### src/rtl/startup_pkg.sv
// Constants, choices and carriers for the startup sequencer
package startup_pkg;

	// Phase choice codes (4 bits): 0..6 are phases
	localparam logic [3:0] PHASE_MAX = 4'h6;
	localparam logic [3:0] CHOICE_DONE = 4'h8;
	localparam logic [3:0] CHOICE_KEEP = 4'h9;
	localparam logic [3:0] CHOICE_NO_WAIT = 4'ha;
	localparam logic [3:0] CHOICE_AUTO = 4'hb;

	// Reset values of settings
	localparam logic [3:0] DONE_PHASE_RST = 4'h4;
	localparam logic [3:0] TRISTATE_PHASE_RST = 4'h5;
	localparam logic [3:0] WRITE_PHASE_RST = 4'h6;
	localparam logic [3:0] LOCK_PHASE_RST = CHOICE_NO_WAIT;
	localparam logic [3:0] MATCH_PHASE_RST = CHOICE_AUTO;
	localparam logic [3:0] AUTO_MATCH_PHASE = 4'h2;

	// Register byte offsets
	localparam logic [7:0] OFF_CONTROL = 8'h00;
	localparam logic [7:0] OFF_PHASES = 8'h04;
	localparam logic [7:0] OFF_STATUS = 8'h08;
	localparam logic [7:0] OFF_ACCESS = 8'h0c;

	// Control register fields
	localparam int CTL_START = 0;
	localparam int CTL_PIPE = 1;
	localparam int CTL_ACTIVE = 2;
	localparam int CTL_PORT_LO = 4;
	localparam int CTL_SEC_LO = 8;
	localparam int CTL_CALIB_IO = 12;
	// Phase register fields, 4 bits each
	localparam int PH_DONE = 0;
	localparam int PH_TRI = 4;
	localparam int PH_WRITE = 8;
	localparam int PH_LOCK = 12;
	localparam int PH_MATCH = 16;
	// Access register fields
	localparam int ACC_READBACK = 0;
	localparam int ACC_RECONFIG = 1;

	typedef enum logic [1:0] {PORT_AUTO, PORT_UPPER, PORT_LOWER} port_sel_t;
	typedef enum logic [1:0] {SEC_NONE, SEC_ONE, SEC_TWO} security_t;

	typedef struct packed {
		logic [3:0] done_phase;
		logic [3:0] tristate_phase;
		logic [3:0] write_phase;
		logic [3:0] lock_phase;
		logic [3:0] match_phase;
		logic pipe_done;
		logic active_reconfiguration;
		logic calib_io_used;
	} startup_cfg_t;

	typedef struct packed {
		logic completion;
		logic global_io_tristate;
		logic global_write_enable;
		logic block_ram_enable;
		logic global_interconnect_hold;
		logic global_set_reset;
	} startup_out_t;

endpackage : startup_pkg

### src/rtl/config_startup_sequencer.sv
// Startup sequencer with AHB-Lite settings registers
//
// The placing of the registers and the AHB-Lite slave port were decided locally.
`timescale 1ns/1ps
`default_nettype none
module config_startup_sequencer import startup_pkg::*; (
	// Clock and reset
	input wire logic hclk,
	input wire logic hresetn,
	// AHB-Lite slave
	input wire logic hsel,
	input wire logic [31:0] haddr,
	input wire logic [1:0] htrans,
	input wire logic hwrite,
	input wire logic [2:0] hsize,
	input wire logic [31:0] hwdata,
	input wire logic hready,
	output logic [31:0] hrdata,
	output logic hreadyout,
	output logic hresp,
	// Status inputs
	input wire logic clocks_locked,
	input wire logic calib_matched,
	// Startup outputs
	output logic completion,
	output logic global_io_tristate,
	output logic global_write_enable,
	output logic block_ram_enable,
	output logic global_interconnect_hold,
	output logic global_set_reset,
	// Configuration access
	output logic upper_port_enable,
	output logic lower_port_enable,
	output logic readback_allowed,
	output logic reconfig_allowed
);

	////////////////////////////////////////////////////////////////////////
	// Bus slave
	logic wr_pend;
	logic [7:0] wr_addr;
	logic [31:0] ctl;
	logic [31:0] phases;
	logic start_pulse;
	logic addr_ok;
	startup_cfg_t cfg;
	startup_out_t outs;
	security_t sec_level;
	port_sel_t port_sel;

	assign hreadyout = 1'b1;
	assign hresp = 1'b0;
	assign addr_ok = hsel && hready && htrans[1];

	always_ff @(posedge hclk or negedge hresetn) begin
		if (!hresetn) begin
			wr_pend <= 1'b0;
			wr_addr <= 8'h00;
		end else begin
			wr_pend <= addr_ok && hwrite;
			wr_addr <= haddr[7:0];
		end
	end

	logic running;
	logic [3:0] phase;
	logic done_seen;
	logic sec_lock;

	always_ff @(posedge hclk or negedge hresetn) begin
		if (!hresetn) begin
			ctl <= 32'h0000_0000;
			phases <= {12'h000, MATCH_PHASE_RST, LOCK_PHASE_RST,
				WRITE_PHASE_RST, TRISTATE_PHASE_RST, DONE_PHASE_RST};
			start_pulse <= 1'b0;
		end else begin
			start_pulse <= 1'b0;
			// Settings frozen once level two is armed
			if (wr_pend && !sec_lock && wr_addr == OFF_CONTROL) begin
				ctl <= hwdata;
				start_pulse <= hwdata[CTL_START];
			end
			if (wr_pend && !sec_lock && !running && wr_addr == OFF_PHASES) begin
				phases <= hwdata;
			end
		end
	end

	always_ff @(posedge hclk or negedge hresetn) begin
		if (!hresetn) begin
			hrdata <= 32'h0000_0000;
		end else if (addr_ok && !hwrite) begin
			case (haddr[7:0])
				OFF_CONTROL: hrdata <= ctl;
				OFF_PHASES: hrdata <= phases;
				OFF_STATUS: hrdata <= {20'h00000, phase, done_seen,
					running, outs};
				OFF_ACCESS: hrdata <= {30'h0, reconfig_allowed,
					readback_allowed};
				default: hrdata <= 32'h0000_0000;
			endcase
		end
	end

	always_comb begin
		cfg.done_phase = phases[PH_DONE +: 4];
		cfg.tristate_phase = phases[PH_TRI +: 4];
		cfg.write_phase = phases[PH_WRITE +: 4];
		cfg.lock_phase = phases[PH_LOCK +: 4];
		cfg.match_phase = phases[PH_MATCH +: 4];
		cfg.pipe_done = ctl[CTL_PIPE];
		cfg.active_reconfiguration = ctl[CTL_ACTIVE];
		cfg.calib_io_used = ctl[CTL_CALIB_IO];
		sec_level = security_t'(ctl[CTL_SEC_LO +: 2]);
		port_sel = port_sel_t'(ctl[CTL_PORT_LO +: 2]);
	end
	assign sec_lock = (sec_level == SEC_TWO);

	////////////////////////////////////////////////////////////////////////
	// Security and port selection
	security_gate u_sec (
		.hclk(hclk),
		.hresetn(hresetn),
		.level(sec_level),
		.readback_ok(readback_allowed),
		.reconfig_ok(reconfig_allowed)
	);

	always_ff @(posedge hclk or negedge hresetn) begin
		if (!hresetn) begin
			upper_port_enable <= 1'b1;
			lower_port_enable <= 1'b0;
		end else begin
			// Automatic picks the upper port
			upper_port_enable <= (port_sel != PORT_LOWER);
			lower_port_enable <= (port_sel == PORT_LOWER);
		end
	end

	////////////////////////////////////////////////////////////////////////
	// Phase counter
	logic [3:0] eff_match;
	logic lock_stall;
	logic match_stall;
	logic stall;
	logic last_phase;
	logic done_raw;
	logic done_now;

	always_comb begin
		if (cfg.match_phase == CHOICE_AUTO) begin
			eff_match = cfg.calib_io_used ? AUTO_MATCH_PHASE
				: CHOICE_NO_WAIT;
		end else begin
			eff_match = cfg.match_phase;
		end
	end

	// Wait phases only look at status; calibration runs on its own
	assign lock_stall = running && (cfg.lock_phase <= PHASE_MAX)
		&& phase == cfg.lock_phase && !clocks_locked;
	assign match_stall = running && (eff_match <= PHASE_MAX)
		&& phase == eff_match && !calib_matched;
	assign stall = lock_stall || match_stall;
	assign last_phase = (phase == PHASE_MAX);

	always_ff @(posedge hclk or negedge hresetn) begin
		if (!hresetn) begin
			running <= 1'b0;
			phase <= 4'h0;
		end else if (start_pulse && !running && reconfig_allowed) begin
			running <= 1'b1;
			phase <= 4'h0;
		end else if (running && !stall) begin
			if (last_phase) begin
				running <= 1'b0;
			end else begin
				phase <= phase + 4'h1;
			end
		end
	end

	phase_hit u_done (
		.choice(cfg.done_phase),
		.phase(phase),
		.running(running && !stall),
		.done_now(1'b0),
		.hit(done_raw)
	);

	////////////////////////////////////////////////////////////////////////
	// Completion and global controls
	logic done_pipe;
	logic tri_hit;
	logic we_hit;

	always_ff @(posedge hclk or negedge hresetn) begin
		if (!hresetn) begin
			done_pipe <= 1'b0;
		end else begin
			done_pipe <= done_raw;
		end
	end
	assign done_now = cfg.pipe_done ? done_pipe : done_raw;

	phase_hit u_tri (
		.choice(cfg.tristate_phase),
		.phase(phase),
		.running(running && !stall),
		.done_now(done_now),
		.hit(tri_hit)
	);

	phase_hit u_we (
		.choice(cfg.write_phase),
		.phase(phase),
		.running(running && !stall),
		.done_now(done_now),
		.hit(we_hit)
	);

	always_ff @(posedge hclk or negedge hresetn) begin
		if (!hresetn) begin
			done_seen <= 1'b0;
			outs <= '{completion: 1'b0, global_io_tristate: 1'b1,
				global_write_enable: 1'b0, block_ram_enable: 1'b0,
				global_interconnect_hold: 1'b1, global_set_reset: 1'b1};
		end else begin
			// Keep choices never hit, so outputs stay put
			if (done_now) begin
				outs.completion <= 1'b1;
				done_seen <= 1'b1;
			end
			if (tri_hit) begin
				outs.global_io_tristate <= 1'b0;
			end
			if (we_hit) begin
				outs.global_write_enable <= 1'b1;
				outs.block_ram_enable <= 1'b1;
			end
			if (start_pulse && !running && reconfig_allowed) begin
				outs.global_interconnect_hold <= !cfg.active_reconfiguration;
				outs.global_set_reset <= !cfg.active_reconfiguration;
			end else if (cfg.active_reconfiguration) begin
				outs.global_interconnect_hold <= 1'b0;
				outs.global_set_reset <= 1'b0;
			end else if (we_hit) begin
				outs.global_interconnect_hold <= 1'b0;
				outs.global_set_reset <= 1'b0;
			end
		end
	end

	assign completion = outs.completion;
	assign global_io_tristate = outs.global_io_tristate;
	assign global_write_enable = outs.global_write_enable;
	assign block_ram_enable = outs.block_ram_enable;
	assign global_interconnect_hold = outs.global_interconnect_hold;
	assign global_set_reset = outs.global_set_reset;

	////////////////////////////////////////////////////////////////////////
	// Checks
	a_ram_blocked: assert property (@(posedge hclk) disable iff (!hresetn)
		block_ram_enable |-> global_write_enable)
		else $error("block ram enabled before write enable");
	a_lock_hold: assert property (@(posedge hclk) disable iff (!hresetn)
		lock_stall |=> $stable(phase) && running)
		else $error("phase moved while waiting for lock");
	a_match_hold: assert property (@(posedge hclk) disable iff (!hresetn)
		match_stall |=> $stable(phase))
		else $error("phase moved while waiting for match");
	a_phase_step: assert property (@(posedge hclk) disable iff (!hresetn)
		running && !stall && !last_phase |=> phase == $past(phase) + 4'h1)
		else $error("phase did not advance by one");
	a_active_quiet: assert property (@(posedge hclk) disable iff (!hresetn)
		cfg.active_reconfiguration && !start_pulse |=>
		!global_set_reset && !global_interconnect_hold)
		else $error("hold or set/reset during active reconfiguration");
	a_level_one: assert property (@(posedge hclk) disable iff (!hresetn)
		sec_level == SEC_ONE |=> !readback_allowed && reconfig_allowed)
		else $error("level one permissions wrong");
	a_level_two: assert property (@(posedge hclk) disable iff (!hresetn)
		sec_level == SEC_TWO |=> !readback_allowed && !reconfig_allowed)
		else $error("level two permissions wrong");
	a_done_phase: assert property (@(posedge hclk) disable iff (!hresetn)
		done_raw && !cfg.pipe_done |=> completion)
		else $error("completion missed its phase");
	a_done_pipe: assert property (@(posedge hclk) disable iff (!hresetn)
		done_raw && cfg.pipe_done && !completion |=>
		!completion ##1 completion)
		else $error("delayed completion missing");
	a_port_sel: assert property (@(posedge hclk) disable iff (!hresetn)
		port_sel == PORT_LOWER |=> lower_port_enable && !upper_port_enable)
		else $error("lower port not selected");

endmodule : config_startup_sequencer
`default_nettype wire

### src/rtl/phase_hit.sv
// Decides whether a phase choice fires at the current phase
`timescale 1ns/1ps
`default_nettype none
module phase_hit import startup_pkg::*; (
	// Choice and progress
	input wire logic [3:0] choice,
	input wire logic [3:0] phase,
	input wire logic running,
	input wire logic done_now,
	// Result
	output logic hit
);
	always_comb begin
		if (choice == CHOICE_DONE) begin
			hit = done_now;
		end else if (choice <= PHASE_MAX) begin
			hit = running && (phase == choice);
		end else begin
			hit = 1'b0;
		end
	end
endmodule : phase_hit
`default_nettype wire

### src/rtl/security_gate.sv
// Applies the readback and reconfiguration security levels
`timescale 1ns/1ps
`default_nettype none
module security_gate import startup_pkg::*; (
	// Clock and reset
	input wire logic hclk,
	input wire logic hresetn,
	// Level
	input wire security_t level,
	// Permissions
	output logic readback_ok,
	output logic reconfig_ok
);
	always_ff @(posedge hclk or negedge hresetn) begin
		if (!hresetn) begin
			readback_ok <= 1'b1;
			reconfig_ok <= 1'b1;
		end else begin
			readback_ok <= (level == SEC_NONE);
			reconfig_ok <= (level != SEC_TWO);
		end
	end
endmodule : security_gate
`default_nettype wire

### config.mk
export PLATFORM = sky130hd
export DESIGN_NAME = config_startup_sequencer
export DESIGN_NICKNAME = d
export VERILOG_FILES = /design/src/rtl/startup_pkg.sv /design/src/rtl/config_startup_sequencer.sv /design/src/rtl/phase_hit.sv /design/src/rtl/security_gate.sv
export SDC_FILE = /design/constraint.sdc
export NUM_CORES = 1
export LEC_CHECK = 0
export BUFFER_PORTS_ARGS = -buffer_cell sky130_fd_sc_hd__buf_4
export CAP_MARGIN = 40
export CORE_UTILIZATION = 45
export CTS_BUF_LIST = sky130_fd_sc_hd__clkbuf_16
export CTS_CLUSTER_SIZE = 24
export DETAILED_ROUTE_END_ITERATION = 6
export MAX_ROUTING_LAYER = met4
export PLACE_DENSITY = 0.75
export SYNTH_ARGS = -nofsm -noshare
export SYNTH_HDL_FRONTEND = slang
export SYNTH_SLANG_ARGS = --single-unit
### constraint.sdc
create_clock -name hclk -period 5.5 [get_ports hclk]
set_input_delay 1.1 -clock hclk [delete_from_list [all_inputs] [get_ports hclk]]
set_output_delay 1.1 -clock hclk [all_outputs]
set_load 0.005 [all_outputs]
==> results of run 1 <==
## cell usage after synthesis (all sizes together) (6+ instances only)
library cell and n:
nor2 17, buf 14, mux2 64, dfstp 15, a22oi 22, o21ai 34
a21oi 10, nand2 38, clkbuf 14, a22o 6, xor2 8, dfrtp 105
nor3 7, mux2i 13
## power by group through the flow
| stage | clock, mW | combinational, mW | sequential [mW] |
|---|---|---|---|
| after floorplan | 0 | 0.0781 | 0.942 |
| after global routing | 0.970 | 0.144 | 0.951 |
| after CTS | 0.933 | 0.132 | 0.947 |
| final | 0.910 | 0.130 | 0.948 |
| after global placement | 0 | 0.124 | 0.959 |
| after detailed placement | 0 | 0.132 | 0.961 |
## state kept, by name, indices dropped and copies added (netlist names), 4 cells and up
signal / flops
ctl: 32
hrdata: 32
phases: 32
wr_addr: 8
phase: 4
## through the flow
stage               instances  hold slack [ns]  area, um2
floorplan                 421            0.392       5320
global placement          630            0.413       6070
detailed placement        632            0.429       6120
CTS                       663            0.448       6600
global route              663            0.466       6600
finish                    663            0.447       6600
## routing by layer
layer,vias to the layer above,part of all wire,GRT usage
li1,1674,-,-
met3,13,0.050,0.0629
met2,95,0.50,0.351
met4,0,0.015,0.0871
met1,1887,0.43,0.257
met5,-,0,-
## critical path: stages
cell and delay (ns):
buf_4 0.11, nand4b_1 0.62, or2_2 0.77, o21ai_0 0.27
## worst max-delay path by stage
stage	to	slack, ns	start	depth (start not counted)
global placement	hrdata[17]	2.54	hwrite	4
floorplan	hrdata[12]	3.21	haddr[5]	6
CTS	hrdata[25]	2.91	hwrite	4
detailed placement	hrdata[25]	2.48	hwrite	4
global route	hrdata[26]	2.76	hwrite	4
finish	hrdata[25]	2.94	hwrite	4
## cell families (layout without fill, tap and decap cells)
logic type                 Yosys count  in the layout  share of synthesized area
AOI/OAI and AO/OA                   83             83                      0.100
buffers and inverters               30            129                     0.0296
xor gates and xnor gates            11             11                     0.0181
other                                2              2                    0.00141
adders and majority gates            2              2                    0.00470
and+or+nand+nor                     94             94                     0.0887
muxes                               79             79                      0.190
DFF                                120            120                      0.568
## final cells by class
| type | instances | share of cell area |
|---|---|---|
| Sequential cell | 120 | 0.458 |
| Clock buffer | 17 | 0.0644 |
| Timing Repair Buffer | 96 | 0.114 |
| Clock inverter | 14 | 0.00872 |
| Multi-Input combinational cell | 271 | 0.327 |
| Inverter | 2 | 0.00114 |
| Tap cell | 143 | 0.0271 |
==> qor.yml, run 1 <==
floorplanning:
  die_w_um: 111
  rows: 39
  start_util: 0.464
  coreArea_mm2: 0.0115
  ios: 120
  die_height_um: 111
  dieArea_mm2: 0.0123
worst_setup_path:
  endpoint_kind: "flop"
  critical_path_peak_fanout: 26
  r2r-start: "wr_addr[1]"
  arrival_ns: 2.88
  r2r_end: "phases[12]"
  ff2ff_path_depth: 5
  worstSetupPathType: "primary input to flop"
  r2r_slack_ns: 3.28
  worstPathRequired_ns: 5.82
  cp-start-kind: "primary input"
power:
  seqPwrFrac: 0.477
  powerDensity_mw_per_mm2: 301
  power_switching_mw: 0.458
  swShare: 0.230
  p_leak_nw: 3.18
  comb_power_share: 0.065
  p_clk_frac: 0.458
  internal_power_mw: 1.53
  power_mw: 1.99
  ir_drop_mv: 0.227
cts:
  cts_tree: "yes"
  post_cts_resized: 0
  clk-insertion-delay-late_ns: 0.41
  cts_buffers: 17
  post-cts-setup-buffers: 0
  clock_path_buffers: 2
  clk_pin_slew_ns: 0.05
  cts_root_buf: "clkbuf_16"
  cts_num_sinks: 120
  h-tree-depth: 4
  cts_hold_buf: 0
placed_design:
  portBuffers: 89
  pre_cts_ws_ns: 2.48
  dp_hpwl_um: 7910
  place_congestion: 0.801
layout:
  fin_util: 0.576
  layout.nets: 586
  drive_above_1_share: 0.400
  final_cell_mix: "105 x dfrtp_1, 94 x buf_4, 38 x nand2_1"
  seqCellArea_mm2: 0.00302
  area_delta_synth_final_pct: 24.1
  multi_input_area_mm2: 0.00216
  final_common_cell: "dfrtp_1"
  fillers: 932
  diodes: 0
logic_synthesis:
  yosys.cell_types.count: 48
  yosysTopAreaCell: "dfrtp_1"
  syn_area_mm2: 0.00532
  synth_edf_count: 0
  async_flop_share: 1.00
  synthFlopType: "dfrtp_1"
  seq_area_frac_synth: 0.568
  syn_inst: 421
  netlist_top_cells_area: "dfrtp_1 49%, mux2_4 8.5%, dfstp_2 7.4%"
  syn-num-nets: 499
  synth-seq-cells: 120
  netlist.area_leader.share: 0.494
  avgSynthCellArea_um2: 12.6
  yosysWarnings: 0
worst_hold_path:
  min_path_cells: 1
  worstHoldStart: "ctl[5]"
  whs_endpoint: "upper_port_enable"
  hold_class: "flop to flop"
grt:
  grt_start_max_net_pins: 72
  grt_pass1_wl_um: 19900
  antenna_found_initial: 0
  grt_use_total: 0.218
  grt_overflow_total: 0
  grt_pass1_vias: 3889
timing:
  max_freq_mhz: 391
  finalCritPeriodShare: 0.465
  slew-limit-headroom: 0.531
  rsz0062_at_grt: "no"
  period_needed_ns: 2.56
  tightestPinTransition_ns: 0.700
  tns_ns: 0
  slew_viol_final: 0
  setup_viol: 0
  setup_slack_ns: 2.94
  finClkSkew_ns: 0.00836
  hold_violations: 0
detailed_routing:
  drt-total-wl_um: 12000
  final_antenna_net_count: 0
  drt_iter0_drc: 144
  via_count: 3669
  drc: 0
  vias_per_cell: 5.53
  first_pass_iters: 4
  wl_per_cell_um: 18.1
outcome:
  status: "completed"
flow_run:
  drv_cap: 0
(Power assumes the default switching activity.)
==> run 2, diff against run 1 <==
==> constraint.sdc (replaced) <==
create_clock -name hclk -period 2.4 [get_ports hclk]
set_input_delay 0.48 -clock hclk [delete_from_list [all_inputs] [get_ports hclk]]
set_output_delay 0.48 -clock hclk [all_outputs]
set_load 0.005 [all_outputs]
==> qor.yml, run 2 (synthesized netlist as in run 1, its figures left out) <==
detailed_routing:
  final_antenna_net_count: 0
  drt-total-wl_um: 12000
  via_count: 3662
  drc: 0
  first_pass_iters: 5
  vias_per_cell: 5.47
  wl_per_cell_um: 18.0
  drt_iter0_drc: 171
placed_design:
  portBuffers: 89
  place_inst: 637
  dp_hpwl_um: 8020
  place_congestion: 0.842
worst_hold_path:
  hold_class: "primary input to async pin"
timing:
  rsz0062_at_grt: "no"
  max_freq_mhz: 469
  slew_viol_final: 0
  hold_violations: 0
  slew-limit-headroom: 0.563
  tns_ns: 0
  finClkSkew_ns: 0.00742
  period_needed_ns: 2.13
  finalCritPeriodShare: 0.888
  hold_ws_ns: 0.0410
  setup_viol: 0
  tightestPinTransition_ns: 0.654
worst_setup_path:
  cp-start-kind: "flop"
  worstPathRequired_ns: 2.69
  ff2ff_path_depth: 5
  arrival_ns: 2.42
  worstSetupPathType: "flop to flop"
  endpoint_kind: "flop"
  critical_path_peak_fanout: 16
grt:
  grt_pass1_wl_um: 20700
  grtUsageMet1: 0.281
  grt_start_max_net_pins: 43
  gr-usage-met2: 0.342
  busiest_layer: "met2"
  grt_overflow_total: 0
  antenna_found_initial: 0
  grt.met3_usage: 0.0738
  grt_pass1_vias: 3937
  grt_use_total: 0.226
floorplanning:
  die_height_um: 111
  start_util: 0.464
  rows: 39
  die_w_um: 111
  ios: 120
  coreArea_mm2: 0.0115
  dieArea_mm2: 0.0123
layout:
  area_delta_synth_final_pct: 26.5
  reg_top3: "ctl: 32 flops, hrdata: 32 flops, phases: 32 flops"
  fin_util: 0.587
  stdcell_count: 669
  final_common_cell: "dfrtp_1"
  layout.nets: 591
  diodes: 0
  drive_above_1_share: 0.413
  fillers: 924
  final_cell_mix: "105 x dfrtp_1, 98 x buf_4, 38 x nand2_1"
power:
  power_mw: 4.94
  p_leak_nw: 3.23
  powerDensity_mw_per_mm2: 734
  ir_drop_mv: 0.626
outcome:
  status: "completed"
cts:
  clock_path_buffers: 2
  cts_hold_buf: 0
  post-cts-setup-buffers: 0
  clk-insertion-delay-late_ns: 0.42
  cts_buffers: 17
  cts_tree: "yes"
  post_cts_resized: 0
  clk_pin_slew_ns: 0.06
  cts_root_buf: "clkbuf_16"
  h-tree-depth: 4
  cts_num_sinks: 120
flow_run:
  drv_cap: 0
## run 2: cell types whose count changed in the layout (fill, tap and decap cells not counted), sizes merged
cell / before / now
bufinv: 0 / 3
clkinvlp: 0 / 1
inv: 7 / 4
buf: 96 / 101
## run 2: path summary, 6_finish.rpt
path / start / endpoint / slack (ns)
max in group asynchronous: hresetn / phases[17] / 1.66
max: wr_addr[1] / phases[14] / 0.27
min reg2reg: ctl[8] / u_sec.readback_ok / 0.41
max reg2reg: wr_addr[1] / phases[14] / 0.27
min: hresetn / phases[3] / 0.04
min in group hclk: haddr[6] / wr_addr[6] / 0.18
## run 2: metal layers
metal	up-vias	share of wire
met1	1857	0.44
li1	1687	-
met4	0	0.012
met5	-	0
met2	106	0.49
met3	12	0.061
## run 2: stage by stage
| step | setup WS (ns) | area, um2 |
|---|---|---|
| floorplan | 0.612 | 5320 |
| global placement | 0.338 | 6160 |
| global route | 0.160 | 6730 |
| detailed placement | 0.293 | 6160 |
| CTS | 0.265 | 6730 |
| finish | 0.270 | 6730 |
## run 2: layout make-up
type	count	area, um2	area share
Clock inverter	15	144	0.0214
Tap cell	143	179	0.0266
Multi-Input combinational cell	271	2160	0.321
Timing Repair Buffer	101	796	0.118
Sequential cell	120	3020	0.449
Inverter	2	7.51	0.00112
Clock buffer	17	425	0.0632
## run 2: report_power, final
group	internal (mW)	switching, mW	leakage [nW]
registers	2.09	0.0691	1.53
logic	0.174	0.154	1.41
clock network	1.59	0.866	0.286
## run 2: critical path, cell delays in order (launching register included)
cell,delay (ns)
dfrtp_1,0.36
nor4_1,0.33
nand3_1,0.19
or3b_2,0.52
buf_4,0.26
mux2_4,0.34
